File: src/scr_defines.vh
// constants and register map of the serial command relay
`ifndef SCR_DEFINES_VH
`define SCR_DEFINES_VH

`define SCR_OFF_CTRL      8'h00
`define SCR_OFF_CMD       8'h04
`define SCR_OFF_DST       8'h08
`define SCR_OFF_PAYLOAD   8'h0c
`define SCR_OFF_CFG       8'h10
`define SCR_OFF_STATUS    8'h14
`define SCR_OFF_RESP_HDR  8'h18
`define SCR_OFF_RESP_SRC  8'h1c
`define SCR_OFF_RESP_PLD  8'h20

`define SCR_CTRL_GO       0
`define SCR_CTRL_BCAST    1
`define SCR_CTRL_COINC    2
`define SCR_CTRL_ASYNC    3

`define SCR_CR_BIT        15
`define SCR_CFG_RETRY_RST 8'h08
`define SCR_CFG_WAIT_RST  16'h0100
`define SCR_OWN_ADDR_RST  16'h0100

`define SCR_CMD_PING      16'h0001
`define SCR_UNKNOWN_CODE  16'h7f01
`define SCR_DEAD_CODE     16'h7f02
`define SCR_TIMEOUT_CODE  16'h7f03
`define SCR_BUSY_CODE     16'h7f04

`define SCR_NUM_SLOTS     10
`define SCR_SS_IDLE       10'h3ff
`define SCR_SCLK_HALF     4

`endif

File: src/scr_spi_shifter.v
// 32-bit mode-0 serial shifter, msb first, clock made by division
`timescale 1ns/1ns
`include "scr_defines.vh"
module scr_spi_shifter #(
  parameter HALF = `SCR_SCLK_HALF
) (
  input  wire        pclk,
  input  wire        presetn,
  input  wire        ce,
  input  wire        start,
  input  wire [31:0] tx,
  output reg  [31:0] rx,
  output reg         busy,
  output reg         done,
  output reg         sclk,
  output reg         mosi,
  input  wire        miso
);
  localparam [7:0] HALF_M1 = HALF - 1;

  reg [7:0]  cnt_reg;
  reg [4:0]  bit_reg;
  reg [31:0] sh_reg;
  reg        miso_s1_reg;
  reg        miso_s2_reg;

  always @(posedge pclk or negedge presetn)
  begin
    if (!presetn)
    begin
      cnt_reg     <= 8'h00;
      bit_reg     <= 5'h00;
      sh_reg      <= 32'h0000_0000;
      rx          <= 32'h0000_0000;
      busy        <= 1'b0;
      done        <= 1'b0;
      sclk        <= 1'b0;
      mosi        <= 1'b0;
      miso_s1_reg <= 1'b0;
      miso_s2_reg <= 1'b0;
    end
    else if (ce)
    begin
      miso_s1_reg <= miso;
      miso_s2_reg <= miso_s1_reg;
      done        <= 1'b0;
      if (!busy)
      begin
        if (start)
        begin
          sh_reg  <= tx;
          mosi    <= tx[31];
          busy    <= 1'b1;
          cnt_reg <= 8'h00;
          bit_reg <= 5'h00;
        end
      end
      else if (cnt_reg == HALF_M1)
      begin
        cnt_reg <= 8'h00;
        if (!sclk)
          sclk <= 1'b1;
        else
        begin
          // sampled late in the high phase so the two-stage sync has settled
          sclk   <= 1'b0;
          sh_reg <= {sh_reg[30:0], miso_s2_reg};
          bit_reg <= bit_reg + 5'h01;
          if (bit_reg == 5'h1f)
          begin
            busy <= 1'b0;
            done <= 1'b1;
            rx   <= {sh_reg[30:0], miso_s2_reg};
          end
          else
            mosi <= sh_reg[30];
        end
      end
      else
        cnt_reg <= cnt_reg + 8'h01;
    end
  end
endmodule // scr_spi_shifter

File: src/scr_relay.v
// parent command relay: apb command port, 10-slot serial master, poll and retry
`timescale 1ns/1ns
`include "scr_defines.vh"
module scr_relay #(
  parameter [15:0] OWN_ADDR = `SCR_OWN_ADDR_RST,
  parameter        HALF     = `SCR_SCLK_HALF
) (
  input  wire        pclk,
  input  wire        presetn,
  input  wire        ce,
  input  wire        psel,
  input  wire        penable,
  input  wire        pwrite,
  input  wire [7:0]  paddr,
  input  wire [31:0] pwdata,
  output reg  [31:0] prdata,
  output reg         pready,
  output reg         pslverr,
  output wire        spi_sclk,
  output wire        spi_mosi,
  input  wire        spi_miso,
  output reg  [9:0]  spi_ss_n,
  output reg         relay_busy
);
  localparam [3:0] ST_IDLE     = 4'h0;
  localparam [3:0] ST_LOCAL    = 4'h1;
  localparam [3:0] ST_WR_HDR   = 4'h2;
  localparam [3:0] ST_WR_PLD   = 4'h3;
  localparam [3:0] ST_WR_ECHO  = 4'h4;
  localparam [3:0] ST_POLL     = 4'h5;
  localparam [3:0] ST_POLL_PLD = 4'h6;
  localparam [3:0] ST_WAIT     = 4'h7;

  // one-hot active-low select for a slot, all high for an invalid slot
  function [9:0] slot_sel_n;
    input [15:0] dst;
    begin
      if (dst < `SCR_NUM_SLOTS)
        slot_sel_n = ~(10'h001 << dst[3:0]);
      else
        slot_sel_n = `SCR_SS_IDLE;
    end
  endfunction

  function is_reg;
    input [7:0] a;
    input [7:0] off;
    begin
      is_reg = (a == off);
    end
  endfunction

  reg [15:0] cmd_id_reg;
  reg [15:0] cmd_src_reg;
  reg [15:0] cmd_dst_reg;
  reg [31:0] cmd_pld_reg;
  reg        bcast_reg;
  reg        coinc_reg;
  reg        async_reg;
  reg [7:0]  retry_lim_reg;
  reg [15:0] wait_cfg_reg;
  reg [3:0]  state_reg;
  reg        launched_reg;
  reg        start_reg;
  reg [31:0] tx_reg;
  reg [7:0]  retry_cnt_reg;
  reg [15:0] wait_cnt_reg;
  reg        done_flag_reg;
  reg [15:0] resp_id_reg;
  reg [15:0] resp_src_reg;
  reg [15:0] resp_dst_reg;
  reg [31:0] resp_pld_reg;
  reg [31:0] rdata_next;
  reg        rerr_next;

  wire [31:0] sh_rx;
  wire        sh_done;
  wire        sh_busy;
  wire        go_wr;
  wire        bus_wr;
  wire [31:0] hdr_word;
  wire [31:0] echo_word;
  wire        dst_valid;
  wire        rx_cr;
  wire        rx_id_match;

  // big-endian assembly: id in the upper half, destination below
  assign hdr_word    = {cmd_id_reg[15] | async_reg, cmd_id_reg[14:0], cmd_dst_reg};
  assign echo_word   = hdr_word;
  assign dst_valid   = (cmd_dst_reg < `SCR_NUM_SLOTS);
  assign rx_cr       = sh_rx[16 + `SCR_CR_BIT];
  assign rx_id_match = (sh_rx[30:16] == cmd_id_reg[14:0]) && (sh_rx[15:0] == cmd_dst_reg);
  assign bus_wr      = psel & penable & pready & pwrite;
  assign go_wr       = bus_wr & is_reg(paddr, `SCR_OFF_CTRL) & pwdata[`SCR_CTRL_GO];

  scr_spi_shifter #(
    .HALF (HALF)
  ) u_shifter (
    .pclk    (pclk),
    .presetn (presetn),
    .ce      (ce),
    .start   (start_reg),
    .tx      (tx_reg),
    .rx      (sh_rx),
    .busy    (sh_busy),
    .done    (sh_done),
    .sclk    (spi_sclk),
    .mosi    (spi_mosi),
    .miso    (spi_miso)
  );

  always @*
  begin
    rdata_next = 32'h0000_0000;
    rerr_next  = 1'b0;
    case (paddr)
      `SCR_OFF_CTRL:     rdata_next = {28'h0000000, async_reg, coinc_reg, bcast_reg, 1'b0};
      `SCR_OFF_CMD:      rdata_next = {cmd_src_reg, cmd_id_reg};
      `SCR_OFF_DST:      rdata_next = {16'h0000, cmd_dst_reg};
      `SCR_OFF_PAYLOAD:  rdata_next = cmd_pld_reg;
      `SCR_OFF_CFG:      rdata_next = {wait_cfg_reg, 8'h00, retry_lim_reg};
      `SCR_OFF_STATUS:   rdata_next = {16'h0000, retry_cnt_reg, 6'h00, done_flag_reg, relay_busy};
      `SCR_OFF_RESP_HDR: rdata_next = {resp_dst_reg, resp_id_reg};
      `SCR_OFF_RESP_SRC: rdata_next = {16'h0000, resp_src_reg};
      `SCR_OFF_RESP_PLD: rdata_next = resp_pld_reg;
      default:           rerr_next  = 1'b1;
    endcase
  end

  // one wait state so that read data and ready both leave flip-flops
  always @(posedge pclk or negedge presetn)
  begin
    if (!presetn)
    begin
      prdata  <= 32'h0000_0000;
      pready  <= 1'b0;
      pslverr <= 1'b0;
    end
    else if (ce)
    begin
      pready  <= psel & penable & ~pready;
      pslverr <= psel & penable & ~pready & rerr_next;
      prdata  <= (psel & penable & ~pready & ~pwrite) ? rdata_next : 32'h0000_0000;
    end
  end

  // command registers are locked while a relay is in flight
  always @(posedge pclk or negedge presetn)
  begin
    if (!presetn)
    begin
      cmd_id_reg    <= 16'h0000;
      cmd_src_reg   <= 16'h0000;
      cmd_dst_reg   <= 16'h0000;
      cmd_pld_reg   <= 32'h0000_0000;
      bcast_reg     <= 1'b0;
      coinc_reg     <= 1'b0;
      async_reg     <= 1'b0;
      retry_lim_reg <= `SCR_CFG_RETRY_RST;
      wait_cfg_reg  <= `SCR_CFG_WAIT_RST;
    end
    else if (ce && bus_wr && !relay_busy)
    begin
      if (is_reg(paddr, `SCR_OFF_CTRL))
      begin
        bcast_reg <= pwdata[`SCR_CTRL_BCAST];
        coinc_reg <= pwdata[`SCR_CTRL_COINC];
        async_reg <= pwdata[`SCR_CTRL_ASYNC];
      end
      if (is_reg(paddr, `SCR_OFF_CMD))
      begin
        cmd_id_reg  <= pwdata[15:0];
        cmd_src_reg <= pwdata[31:16];
      end
      if (is_reg(paddr, `SCR_OFF_DST))
        cmd_dst_reg <= pwdata[15:0];
      if (is_reg(paddr, `SCR_OFF_PAYLOAD))
        cmd_pld_reg <= pwdata;
      if (is_reg(paddr, `SCR_OFF_CFG))
      begin
        retry_lim_reg <= pwdata[7:0];
        wait_cfg_reg  <= pwdata[31:16];
      end
    end
  end

  always @(posedge pclk or negedge presetn)
  begin
    if (!presetn)
    begin
      state_reg     <= ST_IDLE;
      launched_reg  <= 1'b0;
      start_reg     <= 1'b0;
      tx_reg        <= 32'h0000_0000;
      spi_ss_n      <= `SCR_SS_IDLE;
      relay_busy    <= 1'b0;
      retry_cnt_reg <= 8'h00;
      wait_cnt_reg  <= 16'h0000;
      done_flag_reg <= 1'b0;
      resp_id_reg   <= 16'h0000;
      resp_src_reg  <= 16'h0000;
      resp_dst_reg  <= 16'h0000;
      resp_pld_reg  <= 32'h0000_0000;
    end
    else if (ce)
    begin
      start_reg <= 1'b0;
      case (state_reg)
        ST_IDLE:
        begin
          if (go_wr && !relay_busy)
          begin
            relay_busy    <= 1'b1;
            done_flag_reg <= 1'b0;
            retry_cnt_reg <= 8'h00;
            resp_dst_reg  <= cmd_src_reg;
            // flags ride in the same write as go, the flag registers are not updated yet
            if (pwdata[`SCR_CTRL_BCAST])
              state_reg <= ST_WR_HDR;
            else if (pwdata[`SCR_CTRL_COINC] || cmd_dst_reg == OWN_ADDR)
              state_reg <= ST_LOCAL;
            else if (!dst_valid)
            begin
              resp_id_reg  <= `SCR_DEAD_CODE;
              resp_src_reg <= OWN_ADDR;
              resp_pld_reg <= cmd_pld_reg;
              state_reg    <= ST_WAIT;
              wait_cnt_reg <= 16'h0000;
              done_flag_reg <= 1'b1;
              relay_busy   <= 1'b0;
            end
            else
              state_reg <= ST_WR_HDR;
          end
        end
        ST_LOCAL:
        begin
          resp_src_reg <= OWN_ADDR;
          resp_pld_reg <= cmd_pld_reg;
          if (cmd_id_reg[14:0] == `SCR_CMD_PING)
            resp_id_reg <= cmd_id_reg | 16'h8000;
          else
            resp_id_reg <= `SCR_UNKNOWN_CODE;
          done_flag_reg <= 1'b1;
          relay_busy    <= 1'b0;
          state_reg     <= ST_IDLE;
        end
        ST_WR_HDR, ST_WR_PLD, ST_WR_ECHO, ST_POLL, ST_POLL_PLD:
        begin
          if (!launched_reg && !sh_busy)
          begin
            launched_reg <= 1'b1;
            start_reg    <= 1'b1;
            // broadcast writes hit every slot, readbacks only the destination
            if (bcast_reg && (state_reg == ST_WR_HDR || state_reg == ST_WR_PLD))
              spi_ss_n <= 10'h000;
            else
              spi_ss_n <= slot_sel_n(cmd_dst_reg);
            if (state_reg == ST_WR_HDR)
              tx_reg <= hdr_word;
            else if (state_reg == ST_WR_PLD)
              tx_reg <= cmd_pld_reg;
            else
              tx_reg <= 32'h0000_0000;
          end
          else if (sh_done)
          begin
            launched_reg <= 1'b0;
            spi_ss_n     <= `SCR_SS_IDLE;
            case (state_reg)
              ST_WR_HDR: state_reg <= ST_WR_PLD;
              ST_WR_PLD:
              begin
                if (coinc_reg || (bcast_reg && (cmd_dst_reg == OWN_ADDR || !dst_valid)))
                  state_reg <= ST_LOCAL;
                else
                  state_reg <= ST_WR_ECHO;
              end
              ST_WR_ECHO:
              begin
                resp_src_reg <= cmd_dst_reg;
                resp_pld_reg <= cmd_pld_reg;
                if (sh_rx == 32'hffff_ffff)
                begin
                  resp_id_reg   <= `SCR_DEAD_CODE;
                  done_flag_reg <= 1'b1;
                  relay_busy    <= 1'b0;
                  state_reg     <= ST_IDLE;
                end
                else if (sh_rx != echo_word)
                begin
                  resp_id_reg   <= `SCR_BUSY_CODE;
                  done_flag_reg <= 1'b1;
                  relay_busy    <= 1'b0;
                  state_reg     <= ST_IDLE;
                end
                else if (async_reg)
                begin
                  resp_id_reg   <= cmd_id_reg | 16'h8000;
                  done_flag_reg <= 1'b1;
                  relay_busy    <= 1'b0;
                  state_reg     <= ST_IDLE;
                end
                else
                  state_reg <= ST_POLL;
              end
              ST_POLL:
              begin
                if (sh_rx[31:16] == `SCR_TIMEOUT_CODE || sh_rx[31:16] == `SCR_UNKNOWN_CODE)
                begin
                  resp_id_reg   <= sh_rx[31:16];
                  done_flag_reg <= 1'b1;
                  relay_busy    <= 1'b0;
                  state_reg     <= ST_IDLE;
                end
                else if (rx_cr && rx_id_match)
                begin
                  resp_id_reg <= sh_rx[31:16];
                  state_reg   <= ST_POLL_PLD;
                end
                else if (retry_cnt_reg + 8'h01 >= retry_lim_reg)
                begin
                  retry_cnt_reg <= retry_cnt_reg + 8'h01;
                  resp_id_reg   <= `SCR_TIMEOUT_CODE;
                  done_flag_reg <= 1'b1;
                  relay_busy    <= 1'b0;
                  state_reg     <= ST_IDLE;
                end
                else
                begin
                  retry_cnt_reg <= retry_cnt_reg + 8'h01;
                  wait_cnt_reg  <= wait_cfg_reg;
                  state_reg     <= ST_WAIT;
                end
              end
              default:
              begin
                resp_pld_reg  <= sh_rx;
                done_flag_reg <= 1'b1;
                relay_busy    <= 1'b0;
                state_reg     <= ST_IDLE;
              end
            endcase
          end
        end
        ST_WAIT:
        begin
          if (!relay_busy)
            state_reg <= ST_IDLE;
          else if (wait_cnt_reg == 16'h0000)
            state_reg <= ST_POLL;
          else
            wait_cnt_reg <= wait_cnt_reg - 16'h0001;
        end
        default: state_reg <= ST_IDLE;
      endcase
    end
  end
endmodule // scr_relay

File: config.mk
export PLATFORM = sky130hd
export DESIGN_NAME = scr_relay
export DESIGN_NICKNAME = d
export VERILOG_FILES = /design/src/scr_spi_shifter.v /design/src/scr_relay.v
export VERILOG_INCLUDE_DIRS = /design/src /design/src/src
export SDC_FILE = /design/constraint.sdc
export NUM_CORES = 1
export LEC_CHECK = 0
export BUFFER_PORTS_ARGS = -buffer_cell sky130_fd_sc_hd__buf_2
export CAP_MARGIN = 20
export CORE_UTILIZATION = 56
export DETAILED_ROUTE_END_ITERATION = 8
export MAX_ROUTING_LAYER = met4
export PLACE_DENSITY_LB_ADDON = 0.15
export SLEW_MARGIN = 30
export SYNTH_ARGS = -nofsm -noshare
export SYNTH_HDL_FRONTEND = slang
export SYNTH_SLANG_ARGS = --single-unit
File: constraint.sdc
create_clock -name pclk -period 2.6 [get_ports pclk]
set_input_delay 0.65 -clock pclk [delete_from_list [all_inputs] [get_ports pclk]]
set_output_delay 0.65 -clock pclk [all_outputs]
set_load 0.02 [all_outputs]
# Yosys cells after proc, flatten, opt, wreduce, memory -nomap -nowiden

Index checks and enable logic that the tools add are counted.

Add/subtract/negate cells: 4
Multipliers: 0
Div/mod/pow operators: 0
Order comparisons: 2
Eq/ne operators: 49
Shift-type cells: 1
Muxes and demuxes: 135
Bitwise logic cells: 12
Reduce and logical (&&, ||, !) cells: 49

Operators with widths:

| operator               | number |
|---|---|
| $mux W16               | 32 |
| $mux W32               | 9 |
| $pmux W32 S9           | 1 |
| $pmux W16 S3           | 3 |
| $mux W31               | 4 |
| $pmux W32 S3           | 1 |
| $mux W8                | 9 |
| $pmux W32 S2           | 1 |
| $mux W1                | 44 |
| $mux W10               | 4 |
| $ne A2 B2 Y1 const B   | 17 |
| $eq A16 B15 Y1 const B | 2 |
| $eq A32 B32 Y1 const B | 1 |
| $eq A8 B5 Y1 const B   | 4 |
| $ne A32 B32 Y1         | 1 |
| $pmux W16 S2           | 1 |
| $mux W3                | 10 |
| $reduce_and A9 Y1      | 3 |
| $mux W4                | 5 |
| $mux W5                | 4 |
| $add A8 B1 Y8 const B  | 2 |
| $eq A16 B16 Y1         | 1 |
| $eq A16 B9 Y1 const B  | 1 |
| $eq A4 B3 Y1 const B   | 4 |
| other kinds (45)       | 88 |

Register bits: 377
Bits in latches: 0
Bits in writable memories: 0
Memory bits (read-only): 0
Bits of input ports: 47
Output and inout bits: 47
Memories: 0

# Logic depth before layout (Yosys ltp)

Depth after elaboration: 10
Gate-level depth with buffers: 13

# Hierarchy

A second synthesis with hierarchy kept.

Cells, all modules: 1641
Area, all modules: 18240.0 sq um

By module, submodules not included:

| module          | times used | cells an instance | area each (sq um) | seq. area each (sq um) |
|---|---|---|---|---|
| scr_relay       | 1          | 1359              | 14527.7           | 7372.1 |
| scr_spi_shifter | 1          | 282               | 3712.3            | 2052.0 |

# Least setup slack after synthesis

OpenSTA, ideal clock, no wires.

Path type: input -> register
From: in paddr[1]
To: reg resp_id_reg[15]
Setup time: 0.125 ns
Data arrival time: 2.742 ns
Path slack: -0.267 ns
Stages on the path: 8
Buffers on the path: 2
Cells stage by stage: or4_1 -> clkbuf_1 -> nor4_2 -> o221a_2 -> nand2_1 -> nor3b_4 -> buf_6 -> mux2_4

Cells in the longest elaborated chain, start to end: 6

Ends and longest elaborated chain:

| element                             | line            | RTL |
|---|---|---|
| from (decl)                         | scr_relay.v:14  | `input wire [7:0] paddr,` |
| $logic_not A8 Y1                    | scr_relay.v:49  | `is_reg = (a == off);` |
| $and A1 B1 Y1 (2 in a row)          | scr_relay.v:94  | `` assign go_wr = bus_wr & is_reg(paddr, `SCR_OFF_CTRL) & pwdata[`SCR_CTRL_GO]; `` |
| $logic_and A1 B1 Y1                 | scr_relay.v:211 | `if (go_wr && !relay_busy)` |
| $ne A2 B2 Y1 (no source line)       | -               |  |
| $reduce_and A11 Y1 (no source line) | -               |  |
| to (signal assigned)                | scr_relay.v:224 | `` resp_id_reg <= `SCR_DEAD_CODE; `` |
| to (signal assigned)                | scr_relay.v:241 | `resp_id_reg <= cmd_id_reg \| 16'h8000;` |
| to (signal assigned)                | scr_relay.v:243 | `` resp_id_reg <= `SCR_UNKNOWN_CODE; `` |
| to (decl)                           | scr_relay.v:69  | `reg [15:0] resp_id_reg;` |

No other way between the ends.
A chain may end at the register's enable or synchronous reset.

# Worst setup path after layout

From: reg retry_cnt_reg[3]
To: reg wait_cnt_reg[8]

Cells in the longest elaborated chain, start to end: 4

Ends and longest elaborated chain:

| element                             | line            | RTL |
|---|---|---|
| from (decl)                         | scr_relay.v:66  | `reg [7:0] retry_cnt_reg;` |
| from (signal assigned)              | scr_relay.v:323 | `retry_cnt_reg <= retry_cnt_reg + 8'h01;` |
| from (signal assigned)              | scr_relay.v:331 | `retry_cnt_reg <= retry_cnt_reg + 8'h01;` |
| $add A8 B1 Y8                       | scr_relay.v:321 | `else if (retry_cnt_reg + 8'h01 >= retry_lim_reg)` |
| $ge A8 B8 Y1                        | scr_relay.v:321 |  |
| $ne A2 B2 Y1 (no source line)       | -               |  |
| $reduce_and A14 Y1 (no source line) | -               |  |
| to (signal assigned)                | scr_relay.v:332 | `wait_cnt_reg <= wait_cfg_reg;` |
| to (signal assigned)                | scr_relay.v:353 | `wait_cnt_reg <= wait_cnt_reg - 16'h0001;` |
| to (decl)                           | scr_relay.v:67  | `reg [15:0] wait_cnt_reg;` |

No other way between the ends.

==> impl_metrics.sql <==
INSERT INTO impl_metrics (metric_group, metric, value, unit) VALUES
('outcome', 'run_status', 'complete, but fails checks', ''),
('outcome', 'violations', 'setup timing', ''),
('global_routing', 'grtUsageMet2', '53.6', '%'),
('cts', 'worstSkewPairLatency', '0.55', 'ns'),
('logic_synthesis', 'synth_cell_types', '67', ''),
('timing', 'final.min_clock_period', '2.85', 'ns'),
('drt', 'post-route-drc-count', '0', ''),
('logic_synthesis', 'asyncSetResetFlopFracSynth', '100', '%'),
('placed_design', 'postPlaceCellArea', '20700', 'um^2'),
('timing', 'final_total_negative_setup_slack', '-5.54', 'ns'),
('die', 'coreArea', '31600', 'um^2'),
('worst_setup_path', 'timing.critical_path.slowest_stage_cell', 'sky130_fd_sc_hd__dfrtp_1', ''),
('global_routing', 'global_route_met1_usage', '55.9', '%'),
('worst_setup_path', 'worstPathCellList', 'nand2_1, or3_4, nand2_4, ha_4, a21o_1, a21oi_2, o211ai_2, a21oi_4, buf_12, o221ai_4, buf_12, buf_16, o21ai_2, o21ai_1', ''),
('drt', 'detail_route.wl_per_cell', '24.6', 'um'),
('drt', 'final_antenna_net_count', '0', ''),
('finish', 'layout.cells.most_common_list', 'sky130_fd_sc_hd__dfrtp_1, sky130_fd_sc_hd__nand2_1, sky130_fd_sc_hd__buf_4', ''),
('timing', 'final-setup-viol-count', '33', ''),
('logic_synthesis', 'post_synthesis_net_count', '1809', ''),
('worst_setup_path', 'cp.required', '3.02', 'ns'),
('worst_setup_path', 'cp.buffers_inverters', '3', ''),
('finish', 'final_common_cell', 'sky130_fd_sc_hd__dfrtp_1', ''),
('timing', 'setup_ws', '-0.247', 'ns'),
('cts', 'num_cts_buffers', '41', ''),
('drt', 'drt_iter0_drc', '1872', ''),
('placed_design', 'port_buffers', '93', ''),
('global_routing', 'grt_util_met3', '6.31', '%'),
('placed_design', 'globalplace.congestion', '0.974', ''),
('finish', 'instances_no_fill', '2434', ''),
('cts', 'htree_num_levels', '2', ''),
('logic_synthesis', 'syn-instance-count', '1749', ''),
('finish', 'count_of_antenna_diodes_in_the_layout', '0', ''),
('die', 'die_height', '181', 'um'),
('cts', 'clk_path_buf_depth', '3', ''),
('global_routing', 'grt_pass1_wl', '91100', 'um'),
('drt', 'wl', '59800', 'um'),
('global_routing', 'busiest_layer', 'met1', ''),
('worst_setup_path', 'arrival', '3.27', 'ns'),
('power_and_ir_drop', 'leakage', '10.8', 'nW'),
('timing', 'maxClockFrequency', '351', 'MHz'),
('worst_setup_path', 'register_to_register_path_depth', '14', ''),
('timing', 'worst_case_clock_skew', '0.0176', 'ns'),
('finish', 'post-route-cell-area', '22500', 'um^2'),
('worst_setup_path', 'setup.worst_path.end_class', 'flip-flop', ''),
('logic_synthesis', 'mappedNetlistArea', '18000', 'um^2'),
('finish', 'postLayoutCoreUtil', '71.2', '%'),
('power_and_ir_drop', 'vdd_ir_drop_max', '1050', 'uV'),
('worst_setup_path', 'timing.critical_path.max_delay_family', 'compound AO/OA/AOI/OAI gates', ''),
('cts', 'clock-sinks', '376', ''),
('global_routing', 'grt_max_degree', '76', ''),
('finish', 'final_net_count', '2063', ''),
('timing', 'actual_slew_at_the_worst_max_slew_pin', '0.756', 'ns'),
('finish', 'fillCellCount', '2301', ''),
('logic_synthesis', 'top_reg_cell_synth', 'sky130_fd_sc_hd__dfrtp_1', ''),
('die', 'floorplan.io_pins', '94', ''),
('timing', 'finalHoldViolCount', '0', ''),
('logic_synthesis', 'synth_sequential_area_ratio', '52.4', '%'),
('worst_setup_path', 'r2r_slack', '-0.25', 'ns'),
('logic_synthesis', 'synth-edff-count', '0', ''),
('job', 'max-cap-violations', '0', ''),
('global_routing', 'global_route.overflow_total', '0', ''),
('drt', 'drt_pass1_iterations', '9', ''),
('worst_setup_path', 'setup.worst_path.start_class', 'flip-flop', ''),
('cts', 'cts-root-buf', 'sky130_fd_sc_hd__clkbuf_16', ''),
('logic_synthesis', 'ys_seq_elements', '376', ''),
('worst_setup_path', 'crit_path_max_fanout', '8', ''),
('finish', 'post_route_cells_drive_above_1_share', '30.6', '%'),
('global_routing', 'number_of_global_route_vias_before_repair', '14940', ''),
('timing', 'slew_violations', '0', ''),
('cts', 'cts.reportedPaths.clkPinSlew', '0.06', 'ns'),
('logic_synthesis', 'synth_area_per_cell', '10.3', 'um^2');
## cells by family after synthesis
| logic type | synth area share (%) |
|---|---|
| mux | 11.6 |
| compound gates | 16.3 |
| simple gates | 12.6 |
| flops | 52.4 |
| buf+inv | 4.07 |
| xor+xnor | 2.19 |
| fa+ha+maj | 0.905 |
## metal layers
layer  wire (um)  share of wire (%)
met4        1770                3.0
met5           0                  0
met1       26000                 44
met2       26000                 43
met3        6000                 10
## stage by stage
step / setup WS (ns) / total power [mW] / hold WS [ns]
CTS: -0.178 / 19.2 / 0.0202
detailed placement: -0.368 / 13.2 / 0.469
floorplan: -0.229 / 10.9 / 0.354
global placement: -0.280 / 13.0 / 0.461
global route: -0.328 / 20.2 / 0.0412
finish: -0.247 / 19.4 / 0.0264
## synth_stat cells (all sizes together), types with 8 or more instances
| cell type | number | area, um^2 |
|---|---|---|
| a21oi | 99 | 503 |
| a221oi | 32 | 280 |
| a222oi | 21 | 210 |
| a22o | 12 | 105 |
| a22oi | 63 | 473 |
| a31oi | 8 | 50.1 |
| and3 | 12 | 75.1 |
| buf | 27 | 131 |
| clkbuf | 90 | 338 |
| dfrtp | 364 | 9110 |
| dfstp | 12 | 315 |
| ha | 13 | 163 |
| inv | 70 | 263 |
| mux2 | 127 | 1440 |
| mux2i | 64 | 641 |
| nand2 | 221 | 830 |
| nand3 | 25 | 125 |
| nand4 | 18 | 113 |
| nor2 | 129 | 484 |
| nor2b | 9 | 56.3 |
| nor3 | 24 | 120 |
| nor4 | 19 | 131 |
| o21ai | 109 | 546 |
| o221a | 8 | 90.1 |
| o22a | 17 | 149 |
| o22ai | 33 | 206 |
| or4 | 9 | 67.6 |
| xor2 | 38 | 333 |
## how the worst max path moves through the flow
stage	endpoint	depth (start not counted)	start
4_1_cts	resp_id_reg[2]	12	retry_cnt_reg[0]
5_1_grt	wait_cnt_reg[8]	14	retry_cnt_reg[3]
2_1_floorplan	resp_id_reg[15]	8	paddr[1]
3_3_place_gp	resp_id_reg[4]	9	paddr[1]
3_5_place_dp	wait_cnt_reg[0]	10	paddr[1]
6_report	wait_cnt_reg[8]	14	retry_cnt_reg[3]
## power breakdown
part | leakage (nW) | internal [mW] | switching [mW]
Combinational | 5.24 | 2.56 | 3.39
Clock | 0.653 | 3.46 | 2.39
Sequential | 4.91 | 6.78 | 0.851
## repair_timing
action	4_1_cts	5_1_grt
pin swaps	3	6
setup endpoints to repair	40	137
resized for setup	40	29
cloned	2	1
buffers inserted	3	2
hold buffers	0	0
## layout make-up
type	instances	area, um^2	share of cell area, %
Inverter	70	263	1.17
Clock inverter	20	238	1.06
Multi-Input combinational cell	1186	8260	36.7
Tap cell	402	503	2.24
Sequential cell	376	9430	42.0
Clock buffer	52	1090	4.84
Timing Repair Buffer	328	2690	12.0
No activity file was read; power rests on OpenSTA's default activity.
